### config.mk
export PLATFORM = sky130hd
export DESIGN_NAME = rmcs_device_flat
export DESIGN_NICKNAME = d
export VERILOG_FILES = /design/src/pkg/rmcs_pkg.sv /design/src/pkg/rmcs_if.sv /design/src/rtl/rmcs_base_store.sv /design/src/rtl/rmcs_device.sv /design/src/flat_wrapper.sv
export SDC_FILE = /design/constraint.sdc
export NUM_CORES = 1
export LEC_CHECK = 0
export BUFFER_PORTS_ARGS = -buffer_cell sky130_fd_sc_hd__buf_2
export CORE_MARGIN = 2
export CORE_UTILIZATION = 25
export CTS_BUF_LIST = sky130_fd_sc_hd__clkbuf_8
export CTS_CLUSTER_SIZE = 25
export DETAILED_ROUTE_END_ITERATION = 6
export PLACE_DENSITY_LB_ADDON = 0.2
export SLEW_MARGIN = 20
export SYNTH_ARGS = -nofsm -noshare
export SYNTH_HDL_FRONTEND = slang
export SYNTH_HIERARCHICAL = 1
export SYNTH_SLANG_ARGS = --single-unit
### constraint.sdc
create_clock -name clk -period 5.55 [get_ports clk]
set_input_delay 0.8325 -clock clk [delete_from_list [all_inputs] [get_ports clk]]
set_output_delay 0.8325 -clock clk [all_outputs]
set_load 0.005 [all_outputs]
### src/pkg/rmcs_pkg.sv
// Package for the radio mode command sequencer
package rmcs_pkg;
   localparam int CMD_W        = 4;
   localparam int EVT_W        = 4;
   localparam int DATA_W       = 8;
   localparam int UUID_W       = 128;
   localparam int SHORT_W      = 16;
   localparam int SHORT_LSB    = 96;
   localparam int NUM_BASES    = 5;
   localparam int BASE_IDX_W   = 3;
   localparam int CLK_HZ       = 40_000_000;
   localparam int CFG_BYTES    = 1616;
   localparam int VOL_WR_MS    = 50;
   localparam int NVM_WR_MS    = 1600;
   localparam int ANSWER_MS    = 2000;
   localparam int VOL_WR_CYC   = VOL_WR_MS * (CLK_HZ / 1000);
   localparam int NVM_WR_CYC   = NVM_WR_MS * (CLK_HZ / 1000);
   localparam int ANSWER_CYC   = ANSWER_MS * (CLK_HZ / 1000);
   localparam int ADV_TO_CYC   = 4_000_000;
   localparam int CNT_W        = 32;

   typedef enum logic [3:0] {
      RMCS_CMD_NONE    = 4'h0,
      RMCS_CMD_SLEEP   = 4'h1,
      RMCS_CMD_WAKEUP  = 4'h2,
      RMCS_CMD_SETUP   = 4'h3,
      RMCS_CMD_TEST    = 4'h4,
      RMCS_CMD_CFG_VOL = 4'h5,
      RMCS_CMD_CFG_NVM = 4'h6,
      RMCS_CMD_CONNECT = 4'h7,
      RMCS_CMD_BOND    = 4'h8,
      RMCS_CMD_DATA    = 4'h9,
      RMCS_CMD_BASE    = 4'hA
   } rmcs_cmd_t;

   typedef enum logic [3:0] {
      RMCS_EVT_NONE    = 4'h0,
      RMCS_EVT_READY   = 4'h1,
      RMCS_EVT_DONE    = 4'h2,
      RMCS_EVT_ERROR   = 4'h3,
      RMCS_EVT_LINK_UP = 4'h4,
      RMCS_EVT_CHANNEL = 4'h5,
      RMCS_EVT_ADV_TO  = 4'h6,
      RMCS_EVT_LINK_DN = 4'h7,
      RMCS_EVT_DATA_RX = 4'h8
   } rmcs_evt_t;

   typedef enum logic [2:0] {
      RMCS_M_SLEEP   = 3'h0,
      RMCS_M_SETUP   = 3'h1,
      RMCS_M_STANDBY = 3'h2,
      RMCS_M_ADV     = 3'h3,
      RMCS_M_CONN    = 3'h4,
      RMCS_M_TEST    = 3'h5,
      RMCS_M_BUSY    = 3'h6
   } rmcs_mode_t;

   typedef enum logic [1:0] {
      RMCS_ADV_NONE    = 2'h0,
      RMCS_ADV_GENERAL = 2'h1,
      RMCS_ADV_LIMITED = 2'h2,
      RMCS_ADV_NONDISC = 2'h3
   } rmcs_adv_t;
endpackage : rmcs_pkg

### src/pkg/rmcs_if.sv
// Command and event link between controller and device
`timescale 1ns/1ps
`default_nettype none
interface rmcs_if;
   logic                             cmd_valid;
   rmcs_pkg::rmcs_cmd_t              cmd_code;
   logic [rmcs_pkg::UUID_W-1:0]      cmd_arg;
   logic [rmcs_pkg::BASE_IDX_W-1:0]  cmd_idx;
   logic                             evt_valid;
   rmcs_pkg::rmcs_evt_t              evt_code;
   logic [rmcs_pkg::DATA_W-1:0]      evt_arg;

   modport device (
      input  cmd_valid, cmd_code, cmd_arg, cmd_idx,
      output evt_valid, evt_code, evt_arg
   );
   modport ctrl (
      output cmd_valid, cmd_code, cmd_arg, cmd_idx,
      input  evt_valid, evt_code, evt_arg
   );
endinterface : rmcs_if
`default_nettype wire

### src/rtl/rmcs_base_store.sv
// Storage of base identifiers with short-form substitution
`timescale 1ns/1ps
`default_nettype none
module rmcs_base_store #(
   parameter int NUM = rmcs_pkg::NUM_BASES
) (
   input  wire logic                             clk,
   input  wire logic                             sys_rst,
   input  wire logic                             wr_en,
   input  wire logic [rmcs_pkg::BASE_IDX_W-1:0]  wr_idx,
   input  wire logic [rmcs_pkg::UUID_W-1:0]      wr_base,
   input  wire logic [rmcs_pkg::BASE_IDX_W-1:0]  rd_idx,
   input  wire logic [rmcs_pkg::SHORT_W-1:0]     rd_short,
   output logic      [rmcs_pkg::UUID_W-1:0]      rd_uuid
);
   logic [rmcs_pkg::UUID_W-1:0] base_q [NUM];
   logic [rmcs_pkg::UUID_W-1:0] sel_base;

   genvar g;
   generate
      for (g = 0; g < NUM; g++) begin : g_base
         always_ff @(posedge clk) begin
            if (sys_rst)
               base_q[g] <= '0;
            else if (wr_en && 32'(wr_idx) == g)
               base_q[g] <= wr_base;
         end
      end
   endgenerate

   assign sel_base = (32'(rd_idx) < NUM) ? base_q[rd_idx] : '0;
   // Short form sits in bytes 13 and 14
   always_comb begin
      rd_uuid = sel_base;
      rd_uuid[rmcs_pkg::SHORT_LSB +: rmcs_pkg::SHORT_W] = rd_short;
   end
endmodule : rmcs_base_store
`default_nettype wire

### src/rtl/rmcs_device.sv
// Device end: operating mode sequencer
// Notes on behaviour
// - Controller waits for device ready notice
// - Data waits for first open channel
// - Four modes, chosen by four commands
// - Setup or Test clears dynamic data
// - Reset enters Setup, Active if stored
// - Active has connected, advertising, standby
// - Setup completion enters Active
// - Controller disconnects before Sleep; controller instead sends a no-op code while linked, answered with error
// - Sleep drops link, keeps configuration
// - Sleep then Wakeup returns to standby
// - Stored configuration locked against rewrite
// - Volatile configuration lost on reset
// - No data before setup completes
// - Stored write much slower than volatile
// - Short form in bytes 13, 14
// - Five bases, short field substituted
// - Test, Setup, Sleep leave Active
// - Connect or Bond starts advertising
// - Advertise until link or timeout
// - Advertising flavour from command and bond
// - Link up then channel notice
// - Timeout or loss returns to standby
// - One command outstanding, answer within 2s
`timescale 1ns/1ps
`default_nettype none
module rmcs_device #(
   parameter int VOL_CYC = rmcs_pkg::VOL_WR_CYC,
   parameter int NVM_CYC = rmcs_pkg::NVM_WR_CYC,
   parameter int ADV_CYC = rmcs_pkg::ADV_TO_CYC
) (
   input  wire logic                          clk,
   input  wire logic                          sys_rst,
   rmcs_if.device                             link,
   input  wire logic                          nvm_cfg_present,
   input  wire logic                          peer_connect,
   input  wire logic                          peer_loss,
   input  wire logic                          peer_rx,
   input  wire logic [rmcs_pkg::DATA_W-1:0]   peer_rx_data,
   output logic                               radio_tx,
   output logic      [rmcs_pkg::DATA_W-1:0]   radio_tx_data,
   output rmcs_pkg::rmcs_mode_t               mode,
   output rmcs_pkg::rmcs_adv_t                adv_kind,
   output logic                               cfg_locked,
   output logic                               bonded,
   output logic      [rmcs_pkg::UUID_W-1:0]   uuid_out
);
   localparam int CNT_W = rmcs_pkg::CNT_W;
   rmcs_pkg::rmcs_mode_t mode_q, mode_d;
   logic                 started_q;
   logic [rmcs_pkg::CNT_W-1:0] cnt_q;
   logic                 nvm_s1_q, nvm_s2_q, conn_s1_q, conn_s2_q;
   logic                 loss_s1_q, loss_s2_q, rx_s1_q, rx_s2_q;
   logic [rmcs_pkg::DATA_W-1:0] rxd_s1_q, rxd_s2_q;
   logic                 cfg_q, lock_q, bond_q, bonding_q;
   rmcs_pkg::rmcs_adv_t  adv_q;
   logic                 evt_v_q, chan_pend_q, tx_q;
   rmcs_pkg::rmcs_evt_t  evt_c_q;
   logic [rmcs_pkg::DATA_W-1:0] evt_a_q, tx_data_q;

   wire cmd = link.cmd_valid && started_q;
   wire rmcs_pkg::rmcs_cmd_t cc = link.cmd_code;
   wire in_active = mode_q == rmcs_pkg::RMCS_M_STANDBY ||
                    mode_q == rmcs_pkg::RMCS_M_ADV ||
                    mode_q == rmcs_pkg::RMCS_M_CONN;
   wire is_busy = mode_q == rmcs_pkg::RMCS_M_BUSY;
   wire cnt_done = is_busy && cnt_q == '0;
   wire adv_to = mode_q == rmcs_pkg::RMCS_M_ADV && cnt_q == '0;
   wire c_sleep = cmd && cc == rmcs_pkg::RMCS_CMD_SLEEP && in_active;
   wire c_wake  = cmd && cc == rmcs_pkg::RMCS_CMD_WAKEUP &&
                  mode_q == rmcs_pkg::RMCS_M_SLEEP;
   wire c_setup = cmd && cc == rmcs_pkg::RMCS_CMD_SETUP && !is_busy &&
                  mode_q != rmcs_pkg::RMCS_M_SLEEP;
   wire c_test  = cmd && cc == rmcs_pkg::RMCS_CMD_TEST && !is_busy &&
                  mode_q != rmcs_pkg::RMCS_M_SLEEP;
   wire c_cfg   = cmd && mode_q == rmcs_pkg::RMCS_M_SETUP && !lock_q &&
                  (cc == rmcs_pkg::RMCS_CMD_CFG_VOL ||
                   cc == rmcs_pkg::RMCS_CMD_CFG_NVM);
   wire c_base  = cmd && cc == rmcs_pkg::RMCS_CMD_BASE &&
                  mode_q == rmcs_pkg::RMCS_M_SETUP && !lock_q;
   wire c_adv   = cmd && mode_q == rmcs_pkg::RMCS_M_STANDBY && cfg_q &&
                  (cc == rmcs_pkg::RMCS_CMD_CONNECT ||
                   cc == rmcs_pkg::RMCS_CMD_BOND);
   wire c_data  = cmd && cc == rmcs_pkg::RMCS_CMD_DATA &&
                  mode_q == rmcs_pkg::RMCS_M_CONN && cfg_q;
   wire ok = c_sleep | c_wake | c_setup | c_test | c_cfg | c_base |
             c_adv | c_data;
   wire bad = cmd && !ok;
   wire linked = mode_q == rmcs_pkg::RMCS_M_ADV && conn_s2_q;
   wire lost = mode_q == rmcs_pkg::RMCS_M_CONN && loss_s2_q;

   // Next mode
   always_comb begin
      mode_d = mode_q;
      if (c_sleep)
         mode_d = rmcs_pkg::RMCS_M_SLEEP;
      else if (c_wake)
         mode_d = rmcs_pkg::RMCS_M_STANDBY;
      else if (c_setup)
         mode_d = rmcs_pkg::RMCS_M_SETUP;
      else if (c_test)
         mode_d = rmcs_pkg::RMCS_M_TEST;
      else if (c_cfg)
         mode_d = rmcs_pkg::RMCS_M_BUSY;
      else if (c_adv)
         mode_d = rmcs_pkg::RMCS_M_ADV;
      else if (cnt_done)
         mode_d = rmcs_pkg::RMCS_M_STANDBY;
      else if (linked)
         mode_d = rmcs_pkg::RMCS_M_CONN;
      else if (adv_to || lost)
         mode_d = rmcs_pkg::RMCS_M_STANDBY;
   end

   always_ff @(posedge clk) begin
      nvm_s1_q  <= nvm_cfg_present;
      nvm_s2_q  <= nvm_s1_q;
      conn_s1_q <= peer_connect;
      conn_s2_q <= conn_s1_q;
      loss_s1_q <= peer_loss;
      loss_s2_q <= loss_s1_q;
      rx_s1_q   <= peer_rx;
      rx_s2_q   <= rx_s1_q;
      rxd_s1_q  <= peer_rx_data;
      rxd_s2_q  <= rxd_s1_q;
   end

   // Strap is caught after release, once the synchroniser has settled
   always_ff @(posedge clk) begin
      if (sys_rst) begin
         mode_q    <= rmcs_pkg::RMCS_M_SETUP;
         started_q <= 1'b0;
         cnt_q     <= '0;
      end else if (!started_q) begin
         started_q <= cnt_q == 32'd2;
         cnt_q     <= cnt_q + 32'd1;
         if (cnt_q == 32'd2) begin
            mode_q <= nvm_s2_q ? rmcs_pkg::RMCS_M_STANDBY
                               : rmcs_pkg::RMCS_M_SETUP;
            cnt_q  <= '0;
         end
      end else begin
         mode_q <= mode_d;
         if (c_cfg)
            cnt_q <= (cc == rmcs_pkg::RMCS_CMD_CFG_NVM) ?
                     CNT_W'(NVM_CYC - 1) : CNT_W'(VOL_CYC - 1);
         else if (c_adv)
            cnt_q <= CNT_W'(ADV_CYC - 1);
         else if (cnt_q != '0)
            cnt_q <= cnt_q - 32'd1;
      end
   end

   // Configuration, lock, bonding and dynamic data
   always_ff @(posedge clk) begin
      if (sys_rst) begin
         cfg_q     <= 1'b0;
         lock_q    <= 1'b0;
         bond_q    <= 1'b0;
         bonding_q <= 1'b0;
         adv_q     <= rmcs_pkg::RMCS_ADV_NONE;
      end else begin
         if (!started_q && cnt_q == 32'd2 && nvm_s2_q) begin
            cfg_q  <= 1'b1;
            lock_q <= 1'b1;
         end
         if (c_cfg && cc == rmcs_pkg::RMCS_CMD_CFG_NVM)
            lock_q <= 1'b1;
         if (cnt_done)
            cfg_q <= 1'b1;
         if (c_setup || c_test) begin
            bond_q <= 1'b0;
            if (!lock_q)
               cfg_q <= 1'b0;
         end
         if (c_adv) begin
            bonding_q <= cc == rmcs_pkg::RMCS_CMD_BOND;
            if (cc == rmcs_pkg::RMCS_CMD_BOND) begin
               adv_q  <= rmcs_pkg::RMCS_ADV_LIMITED;
               bond_q <= 1'b0;
            end else
               adv_q <= bond_q ? rmcs_pkg::RMCS_ADV_NONDISC
                               : rmcs_pkg::RMCS_ADV_GENERAL;
         end else if (mode_q != rmcs_pkg::RMCS_M_ADV)
            adv_q <= rmcs_pkg::RMCS_ADV_NONE;
         if (linked && bonding_q)
            bond_q <= 1'b1;
      end
   end

   // Events; channel notice trails link up by one cycle
   always_ff @(posedge clk) begin
      if (sys_rst) begin
         evt_v_q     <= 1'b0;
         evt_c_q     <= rmcs_pkg::RMCS_EVT_NONE;
         evt_a_q     <= '0;
         chan_pend_q <= 1'b0;
         tx_q        <= 1'b0;
         tx_data_q   <= '0;
      end else begin
         evt_v_q   <= 1'b1;
         evt_a_q   <= '0;
         tx_q      <= c_data;
         tx_data_q <= link.cmd_arg[rmcs_pkg::DATA_W-1:0];
         chan_pend_q <= linked;
         if (!started_q)
            evt_v_q <= cnt_q == 32'd2;
         if (!started_q)
            evt_c_q <= rmcs_pkg::RMCS_EVT_READY;
         else if (bad)
            evt_c_q <= rmcs_pkg::RMCS_EVT_ERROR;
         else if (ok && !c_cfg)
            evt_c_q <= rmcs_pkg::RMCS_EVT_DONE;
         else if (cnt_done)
            evt_c_q <= rmcs_pkg::RMCS_EVT_DONE;
         else if (linked)
            evt_c_q <= rmcs_pkg::RMCS_EVT_LINK_UP;
         else if (chan_pend_q) begin
            evt_c_q <= rmcs_pkg::RMCS_EVT_CHANNEL;
            evt_a_q <= 8'h01;
         end else if (adv_to)
            evt_c_q <= rmcs_pkg::RMCS_EVT_ADV_TO;
         else if (lost)
            evt_c_q <= rmcs_pkg::RMCS_EVT_LINK_DN;
         else if (rx_s2_q && mode_q == rmcs_pkg::RMCS_M_CONN) begin
            evt_c_q <= rmcs_pkg::RMCS_EVT_DATA_RX;
            evt_a_q <= rxd_s2_q;
         end else begin
            evt_v_q <= 1'b0;
            evt_c_q <= rmcs_pkg::RMCS_EVT_NONE;
         end
      end
   end

   logic [rmcs_pkg::UUID_W-1:0] uuid_q_d, uuid_q;
   rmcs_base_store u_bases (
      .clk      (clk),
      .sys_rst  (sys_rst),
      .wr_en    (c_base),
      .wr_idx   (link.cmd_idx),
      .wr_base  (link.cmd_arg),
      .rd_idx   (link.cmd_idx),
      .rd_short (link.cmd_arg[rmcs_pkg::SHORT_W-1:0]),
      .rd_uuid  (uuid_q_d)
   );
   always_ff @(posedge clk) begin
      if (sys_rst)
         uuid_q <= '0;
      else
         uuid_q <= uuid_q_d;
   end

   assign link.evt_valid = evt_v_q;
   assign link.evt_code  = evt_c_q;
   assign link.evt_arg   = evt_a_q;
   assign radio_tx       = tx_q;
   assign radio_tx_data  = tx_data_q;
   assign mode           = mode_q;
   assign adv_kind       = adv_q;
   assign cfg_locked     = lock_q;
   assign bonded         = bond_q;
   assign uuid_out       = uuid_q;
endmodule : rmcs_device
`default_nettype wire

### src/flat_wrapper.sv
// flat-port wrapper written by rule: the top's interface ports become plain ports
module rmcs_device_flat 
#(
   parameter int VOL_CYC = rmcs_pkg::VOL_WR_CYC,
   parameter int NVM_CYC = rmcs_pkg::NVM_WR_CYC,
   parameter int ADV_CYC = rmcs_pkg::ADV_TO_CYC
)
  (clk, sys_rst, nvm_cfg_present, peer_connect, peer_loss, peer_rx, peer_rx_data, radio_tx, radio_tx_data, mode, adv_kind, cfg_locked, bonded, uuid_out, link_cmd_valid, link_cmd_code, link_cmd_arg, link_cmd_idx, link_evt_valid, link_evt_code, link_evt_arg);
  rmcs_if link_i ();
  input  wire logic clk;
  input  wire logic sys_rst;
  input  wire logic nvm_cfg_present;
  input  wire logic peer_connect;
  input  wire logic peer_loss;
  input  wire logic peer_rx;
  input  wire logic [rmcs_pkg::DATA_W-1:0] peer_rx_data;
  output logic radio_tx;
  output logic      [rmcs_pkg::DATA_W-1:0] radio_tx_data;
  output rmcs_pkg::rmcs_mode_t mode;
  output rmcs_pkg::rmcs_adv_t adv_kind;
  output logic cfg_locked;
  output logic bonded;
  output logic      [rmcs_pkg::UUID_W-1:0] uuid_out;
  input wire logic [$bits(link_i.cmd_valid)-1:0] link_cmd_valid;
  input wire logic [$bits(link_i.cmd_code)-1:0] link_cmd_code;
  input wire logic [$bits(link_i.cmd_arg)-1:0] link_cmd_arg;
  input wire logic [$bits(link_i.cmd_idx)-1:0] link_cmd_idx;
  output wire logic [$bits(link_i.evt_valid)-1:0] link_evt_valid;
  output wire logic [$bits(link_i.evt_code)-1:0] link_evt_code;
  output wire logic [$bits(link_i.evt_arg)-1:0] link_evt_arg;
  assign link_i.cmd_valid = link_cmd_valid;
  assign link_i.cmd_code = link_cmd_code;
  assign link_i.cmd_arg = link_cmd_arg;
  assign link_i.cmd_idx = link_cmd_idx;
  assign link_evt_valid = link_i.evt_valid;
  assign link_evt_code = link_i.evt_code;
  assign link_evt_arg = link_i.evt_arg;
  rmcs_device #(.VOL_CYC(VOL_CYC), .NVM_CYC(NVM_CYC), .ADV_CYC(ADV_CYC)) u_core (.clk(clk), .sys_rst(sys_rst), .link(link_i), .nvm_cfg_present(nvm_cfg_present), .peer_connect(peer_connect), .peer_loss(peer_loss), .peer_rx(peer_rx), .peer_rx_data(peer_rx_data), .radio_tx(radio_tx), .radio_tx_data(radio_tx_data), .mode(mode), .adv_kind(adv_kind), .cfg_locked(cfg_locked), .bonded(bonded), .uuid_out(uuid_out));
endmodule
==> flow_metrics.py, run 1 <==
metrics = {
    "status": {
        "outcome": "complete, no violations",
    },
    "logic_synthesis": {
        "ys_types": 84,
        "synth-main-ff-cell": "edfxtp_1",
        "yosysWarnings": 6,
        "synth_cells": 2555,
        "synth-edff-count": 560,
        "async_flop_share_pct": 0,
        "avgSynthCellArea_um2": 13.1,
        "synth_area_leaders": "edfxtp_1, dfxtp_1, and2_1",
        "synth_top_area_share_pct": 50.4,
        "syn_nets": 2709,
        "synth_area_mm2": 0.0334,
        "synth_largest_area_cell": "edfxtp_1",
        "ys_seq_area_share_pct": 63.4,
        "ys_ff_latch": 777,
    },
    "clock_network": {
        "cts_max_level": 4,
        "cts_tree": "done",
        "clock_latency_ns": 0.86,
        "numClockSinks": 777,
        "cts_setup_buffers": 0,
        "clk_path_buf_depth": 3,
        "cts_made_buffers": 148,
        "path_clk_slew_ns": 0.06,
        "cts_root_buffer": "clkbuf_8",
        "cts_resized": 0,
    },
    "finish": {
        "fill_cells": 13616,
        "drive_gt1_share_pct": 22.9,
        "fin_area_mm2": 0.0397,
        "final_nets": 3004,
        "post-route-util_pct": 29.9,
        "syn_to_final_growth_pct": 19.0,
    },
    "setup_path": {
        "max_stage_delay_ns": 0.82,
        "required_ns": 6.26,
        "crit_type": "reg -> reg",
        "worstPathArrival_ns": 4.54,
        "startpoint_type": "flop",
        "worst_setup_path_end_kind": "flop",
        "cp_num_buf_inv": 1,
        "cpMaxStageDelayCell": "nor3_4",
        "crit_path_cell_trace": "or4b_4 -> nor3_1 -> or3b_4 -> nor3_4 -> buf_12 -> and2_1",
        "path_max_fanout": 37,
        "crit_family": "simple AND/OR/NAND/NOR gates",
    },
    "place": {
        "place_ws_ns": 1.36,
        "placed_area_mm2": 0.0365,
        "gp_congestion": 0.763,
        "numPortBuffers": 290,
        "place_hpwl_mm": 54.2,
    },
    "grt": {
        "grt_pass1_wl_mm": 146,
        "grt_pass1_vias": 21521,
        "antenna_found_initial": 26,
        "grt_overflow": 0,
        "grt_start_max_net_pins": 95,
        "grt_usage_pct": 14.6,
    },
    "min_path": {
        "hp-class": "in -> reg",
    },
    "sta": {
        "finClkSkew_ns": 0.0647,
        "rsz0062_at_grt": "no",
        "post-route-period-util_pct": 69.0,
        "relSlewSlack_pct": 30.2,
        "max_freq_mhz": 261,
        "fin_tns_setup_ns": 0,
        "finalSetupViolCount": 0,
        "finalHoldViolCount": 0,
        "period_needed_ns": 3.83,
        "fin_ws_ns": 1.72,
        "drv_slew": 0,
        "tightest_slew_ns": 1.04,
    },
    "route": {
        "routedWlPerCell_um": 21.2,
        "vias": 20887,
        "postRouteAntennaNets": 0,
        "wirelength_mm": 101,
        "vias_per_cell": 4.40,
        "drtIter0Drc": 1239,
        "drc": 0,
        "first_pass_iters": 5,
    },
    "floorplan": {
        "die_area_mm2": 0.136,
        "ios": 307,
        "fp-row-count": 134,
        "initial_utilization_pct": 25.1,
        "core-area_mm2": 0.133,
        "die_h_um": 369,
        "die_x_um": 369,
    },
    "pwr": {
        "irDropWorstVdd_mv": 0.193,
        "powerDensity_mw_per_mm2": 375,
        "p_leak_uw": 0.0156,
        "fin_total_pwr_uw": 14900,
    },
    "flow_run": {
        "drv_cap": 0,
    },
}
[final timing paths]
| path | slack [ns] | from | cells past startpoint | endpoint |
|---|---|---|---|---|
| setup / recovery | 1.72 | u_core/mode[0] | 6 | u_core/u_bases/base_q[3][124] |
| hold / removal | 0.26 | link_cmd_arg[14] | 2 | u_core/uuid_out[110] |
| setup reg to reg | 1.72 | u_core/mode[0] | 6 | u_core/u_bases/base_q[3][124] |
| hold reg to reg | 0.32 | u_core/rxd_s1_q[0] | 0 | u_core/rxd_s2_q[0] |
[report_power, final]
part	internal, µW	switching, µW
clock network	3170	2600
logic	886	1520
registers	6490	229
[worst reg2reg max path, delay by kind of cell (launching register included)]
family                 cells  cell delay [ns]
DFF                        1             0.48
buffers and inverters      1             0.32
and+or+nand+nor            5             2.88
[cell usage after synthesis (4+ instances only)]
master	instances
and2_1	570
edfxtp_1	560
dfxtp_1	217
nor2_1	164
nor2b_1	139
mux2i_1	114
a221o_1	112
mux2_2	112
clkbuf_1	90
buf_2	42
nand2_1	41
buf_6	39
nand3_1	29
nor3_1	26
a21oi_1	24
nand4_1	21
o21ai_0	20
buf_4	18
nor4_1	17
xnor2_1	16
xor2_1	16
a31oi_1	12
inv_1	9
buf_1	8
or4_1	8
a311oi_1	7
and4_1	7
a211oi_1	6
a22oi_1	6
nand2b_1	6
a31o_2	5
and3_1	5
o211ai_1	5
a21o_1	4
and4b_1	4
ha_1	4
nand4b_1	4
nor3_4	4
nor3b_1	4
o32ai_1	4
[sequential cells by signal (all words and copies together) (netlist names), 2 cells and up]
| name | cells |
|---|---|
| u_core/link.evt_arg | 8 |
| u_core/rxd_s1_q | 8 |
| u_core/uuid_out | 128 |
| u_core/rxd_s2_q | 8 |
| u_core/mode | 3 |
| u_core/radio_tx_data | 8 |
| u_core/u_bases/base_q | 560 |
| u_core/link.evt_code | 4 |
| u_core/adv_kind | 2 |
| u_core/cnt_q | 32 |
[area by class of cell]
class,instances,area [µm²],area share (%)
flip-flops and latches,777,21200,53.3
multi-input cells,1570,11100,27.9
clock buffers,165,2270,5.72
well taps,1768,2210,5.57
repair buffers,344,2170,5.47
clock inverters,111,763,1.92
inverters,9,33.8,0.0851
diodes,7,17.5,0.0441
[layout by cell type (no fill, tap or decap), types with 6 or more instances in the layout]
| cell type | synthesis | routed |
|---|---|---|
| o21ai_0 | 20 | 20 |
| nor2b_1 | 139 | 139 |
| dlygate4sd3_1 | 0 | 12 |
| inv_1 | 9 | 76 |
| buf_4 | 18 | 21 |
| a21oi_1 | 24 | 24 |
| xnor2_1 | 16 | 16 |
| clkinv_1 | 0 | 6 |
| diode_2 | 0 | 7 |
| a221o_1 | 112 | 112 |
| nand4_1 | 21 | 21 |
| nor4_1 | 17 | 16 |
| bufinv_16 | 0 | 9 |
| dfxtp_1 | 217 | 217 |
| and2_1 | 570 | 570 |
| a311oi_1 | 7 | 7 |
| or4_1 | 8 | 8 |
| buf_2 | 42 | 287 |
| a31oi_1 | 12 | 12 |
| a211oi_1 | 6 | 6 |
| a22oi_1 | 6 | 6 |
| mux2i_1 | 114 | 114 |
| nand3_1 | 29 | 29 |
| clkinv_2 | 0 | 16 |
| mux2_2 | 112 | 112 |
| clkbuf_8 | 0 | 166 |
| buf_12 | 0 | 21 |
| nor2_1 | 164 | 163 |
| edfxtp_1 | 560 | 560 |
| and4_1 | 7 | 7 |
| xor2_1 | 16 | 16 |
| nor3_1 | 26 | 26 |
| nand2_1 | 41 | 41 |
[metrics by stage]
step / cells / hold slack [ns]
after global routing: 4747 / 0.179
final: 4751 / 0.264
after floorplan: 2555 / 0.310
after CTS: 4744 / 0.138
after global placement: 4456 / 0.311
after detailed placement: 4456 / 0.312
[cells by family after synthesis]
| kind of cell | count (synthesis) | synth area share, % |
|---|---|---|
| buffers and inverters | 208 | 3.61 |
| AOI/OAI and AO/OA | 232 | 5.86 |
| adders and majority gates | 4 | 0.150 |
| muxes | 226 | 7.20 |
| DFF | 777 | 63.4 |
| and+or+nand+nor | 1076 | 19.0 |
| xor gates and xnor gates | 32 | 0.840 |
[layer usage]
layer / share of wire [%] / track usage, % / vias up
met5: 0.19 / 0 / -
met4: 2.3 / 4.79 / 30
met3: 5.8 / 4.36 / 184
met2: 47 / 23.5 / 484
met1: 45 / 18.7 / 10403
li1: - / - / 9786
[what timing repair did]
| item | 4_1_cts | 5_1_grt |
|---|---|---|
| hold endpoints to repair | 12 | 0 |
| hold buffers | 12 | 0 |
| endpoints found under the setup margin | 0 | 0 |
No activity file was read; power rests on OpenSTA's default activity.
==> run 2: changes to the inputs <==
==> constraint.sdc (replaced) <==
create_clock -name clk -period 3.75 [get_ports clk]
set_input_delay 0.5625 -clock clk [delete_from_list [all_inputs] [get_ports clk]]
set_output_delay 0.5625 -clock clk [all_outputs]
set_load 0.005 [all_outputs]
==> flow_metrics.py, run 2 (synthesized netlist as in run 1, its figures left out) <==
metrics = {
    "route": {
        "routedWlPerCell_um": 20.6,
        "drc": 0,
        "first_pass_iters": 5,
        "vias": 21507,
        "drtIter0Drc": 1040,
        "postRouteAntennaNets": 0,
        "wirelength_mm": 101,
        "vias_per_cell": 4.39,
    },
    "grt": {
        "grt_start_max_net_pins": 78,
        "grt_overflow": 0,
        "grt_pass1_wl_mm": 149,
        "antenna_found_initial": 14,
        "grt_pass1_vias": 22251,
        "grt_usage_pct": 14.7,
    },
    "clock_network": {
        "clk_path_buf_depth": 3,
        "cts_root_buffer": "clkbuf_8",
        "cts_max_level": 4,
        "clock_latency_ns": 0.88,
        "numClockSinks": 777,
        "path_clk_slew_ns": 0.06,
        "cts_tree": "done",
        "cts_setup_buffers": 0,
        "cts_made_buffers": 148,
    },
    "floorplan": {
        "ios": 307,
        "fp-row-count": 134,
        "core-area_mm2": 0.133,
        "die_x_um": 369,
        "die_h_um": 369,
        "initial_utilization_pct": 25.1,
        "die_area_mm2": 0.136,
    },
    "sta": {
        "post-route-period-util_pct": 76.0,
        "max_freq_mhz": 351,
        "finalHoldViolCount": 0,
        "finClkSkew_ns": 0.0485,
        "period_needed_ns": 2.85,
        "rsz0062_at_grt": "no",
        "fin_tns_setup_ns": 0,
        "fin_ws_ns": 0.901,
        "drv_slew": 0,
        "tightest_slew_ns": 0.847,
        "finalSetupViolCount": 0,
        "relSlewSlack_pct": 43.3,
    },
    "finish": {
        "largest_register": "u_core/u_bases/base_q",
        "final_nets": 3152,
        "final_cell_mix": "and2_1, edfxtp_1, buf_2",
        "drive_gt1_share_pct": 22.8,
        "largest_register_ffs": 560,
        "syn_to_final_growth_pct": 23.7,
        "final_common_cell": "and2_1",
    },
    "place": {
        "place_ws_ns": 0.635,
        "place_hpwl_mm": 55.8,
        "numPortBuffers": 290,
        "gp_congestion": 0.780,
    },
    "setup_path": {
        "path_max_fanout": 73,
        "worstReg2RegStart": "u_core/mode[2]",
        "required_ns": 4.48,
        "worstPathArrival_ns": 3.58,
        "setup.worst_path.start": "u_core/mode[2]",
        "startpoint_type": "flop",
        "worst_setup_path_end_kind": "flop",
        "crit_type": "reg -> reg",
    },
    "status": {
        "outcome": "complete, no violations",
    },
    "pwr": {
        "irDropWorstVdd_mv": 0.376,
        "p_leak_uw": 0.0164,
        "fin_total_pwr_uw": 22400,
        "powerDensity_mw_per_mm2": 542,
    },
    "min_path": {
        "hp-start": "link_cmd_valid",
        "hp-class": "in -> reg",
    },
    "flow_run": {
        "drv_cap": 0,
    },
}
run 2: cell count changes in the layout (fill, tap and decap cells not counted), moves of 5 or more:
cell / before / now
buf_12: 21 / 33
inv_1: 76 / 81
clkbuf_8: 166 / 179
clkinv_2: 16 / 4
inv_12: 1 / 6
bufinv_16: 9 / 4
buf_4: 21 / 43
dlygate4sd3_1: 12 / 126
run 2: per-stage QoR:
stage / cell area (µm²) / util, % / hold slack [ns] / cells
after floorplan: 33400 / - / 0.310 / 2555
after global placement: 36900 / 27.8 / 0.311 / 4490
after detailed placement: 36900 / 27.8 / 0.313 / 4490
after CTS: 41300 / 31.1 / 0.00726 / 4893
after global routing: 41300 / 31.1 / 0.0922 / 4894
final: 41300 / 31.1 / 0.158 / 4900
run 2: repair_timing:
item,in CTS,in global routing
hold buffers,126,0
hold endpoints to repair,597,0
gates resized for setup,0,0
run 2: where the power goes:
part	total, µW	internal [µW]	switching (µW)
logic	3850	1520	2330
registers	9940	9600	344
clock network	8600	4660	3950
run 2: critical path: stages (launching register included):
cell     delay, ns
dfxtp_1       0.40
or4b_4        0.61
nor3_1        0.17
buf_4         0.21
or3b_4        0.46
nor3_4        0.19
buf_12        0.38
and2_1        0.20
run 2: worst paths after layout:
check                                 end  slack, ns  cells after the start
max          u_core/u_bases/base_q[0][15]       0.90                      7
min               u_core/link.evt_code[2]       0.16                      4
max reg2reg  u_core/u_bases/base_q[0][15]       0.90                      7
min reg2reg                u_core/rx_s2_q       0.33                      0
run 2: routing by layer:
layer	wire length, µm	part of all wire [%]	track usage [%]	vias to the layer above
li1	-	-	-	10096
met1	45600	45	19.0	10774
met2	48300	48	24.2	474
met3	5060	5.0	3.69	147
met4	2030	2.0	4.36	16
met5	107	0.11	0	-
run 2: cell type report:
cell class | instances | area (µm²)
Inverter | 9 | 33.8
Sequential cell | 777 | 21200
Clock buffer | 178 | 2450
Fill cell | 13529 | 91600
Tap cell | 1768 | 2210
Timing Repair Buffer | 492 | 3720
Clock inverter | 99 | 634
Multi-Input combinational cell | 1570 | 11100
Antenna cell | 7 | 17.5
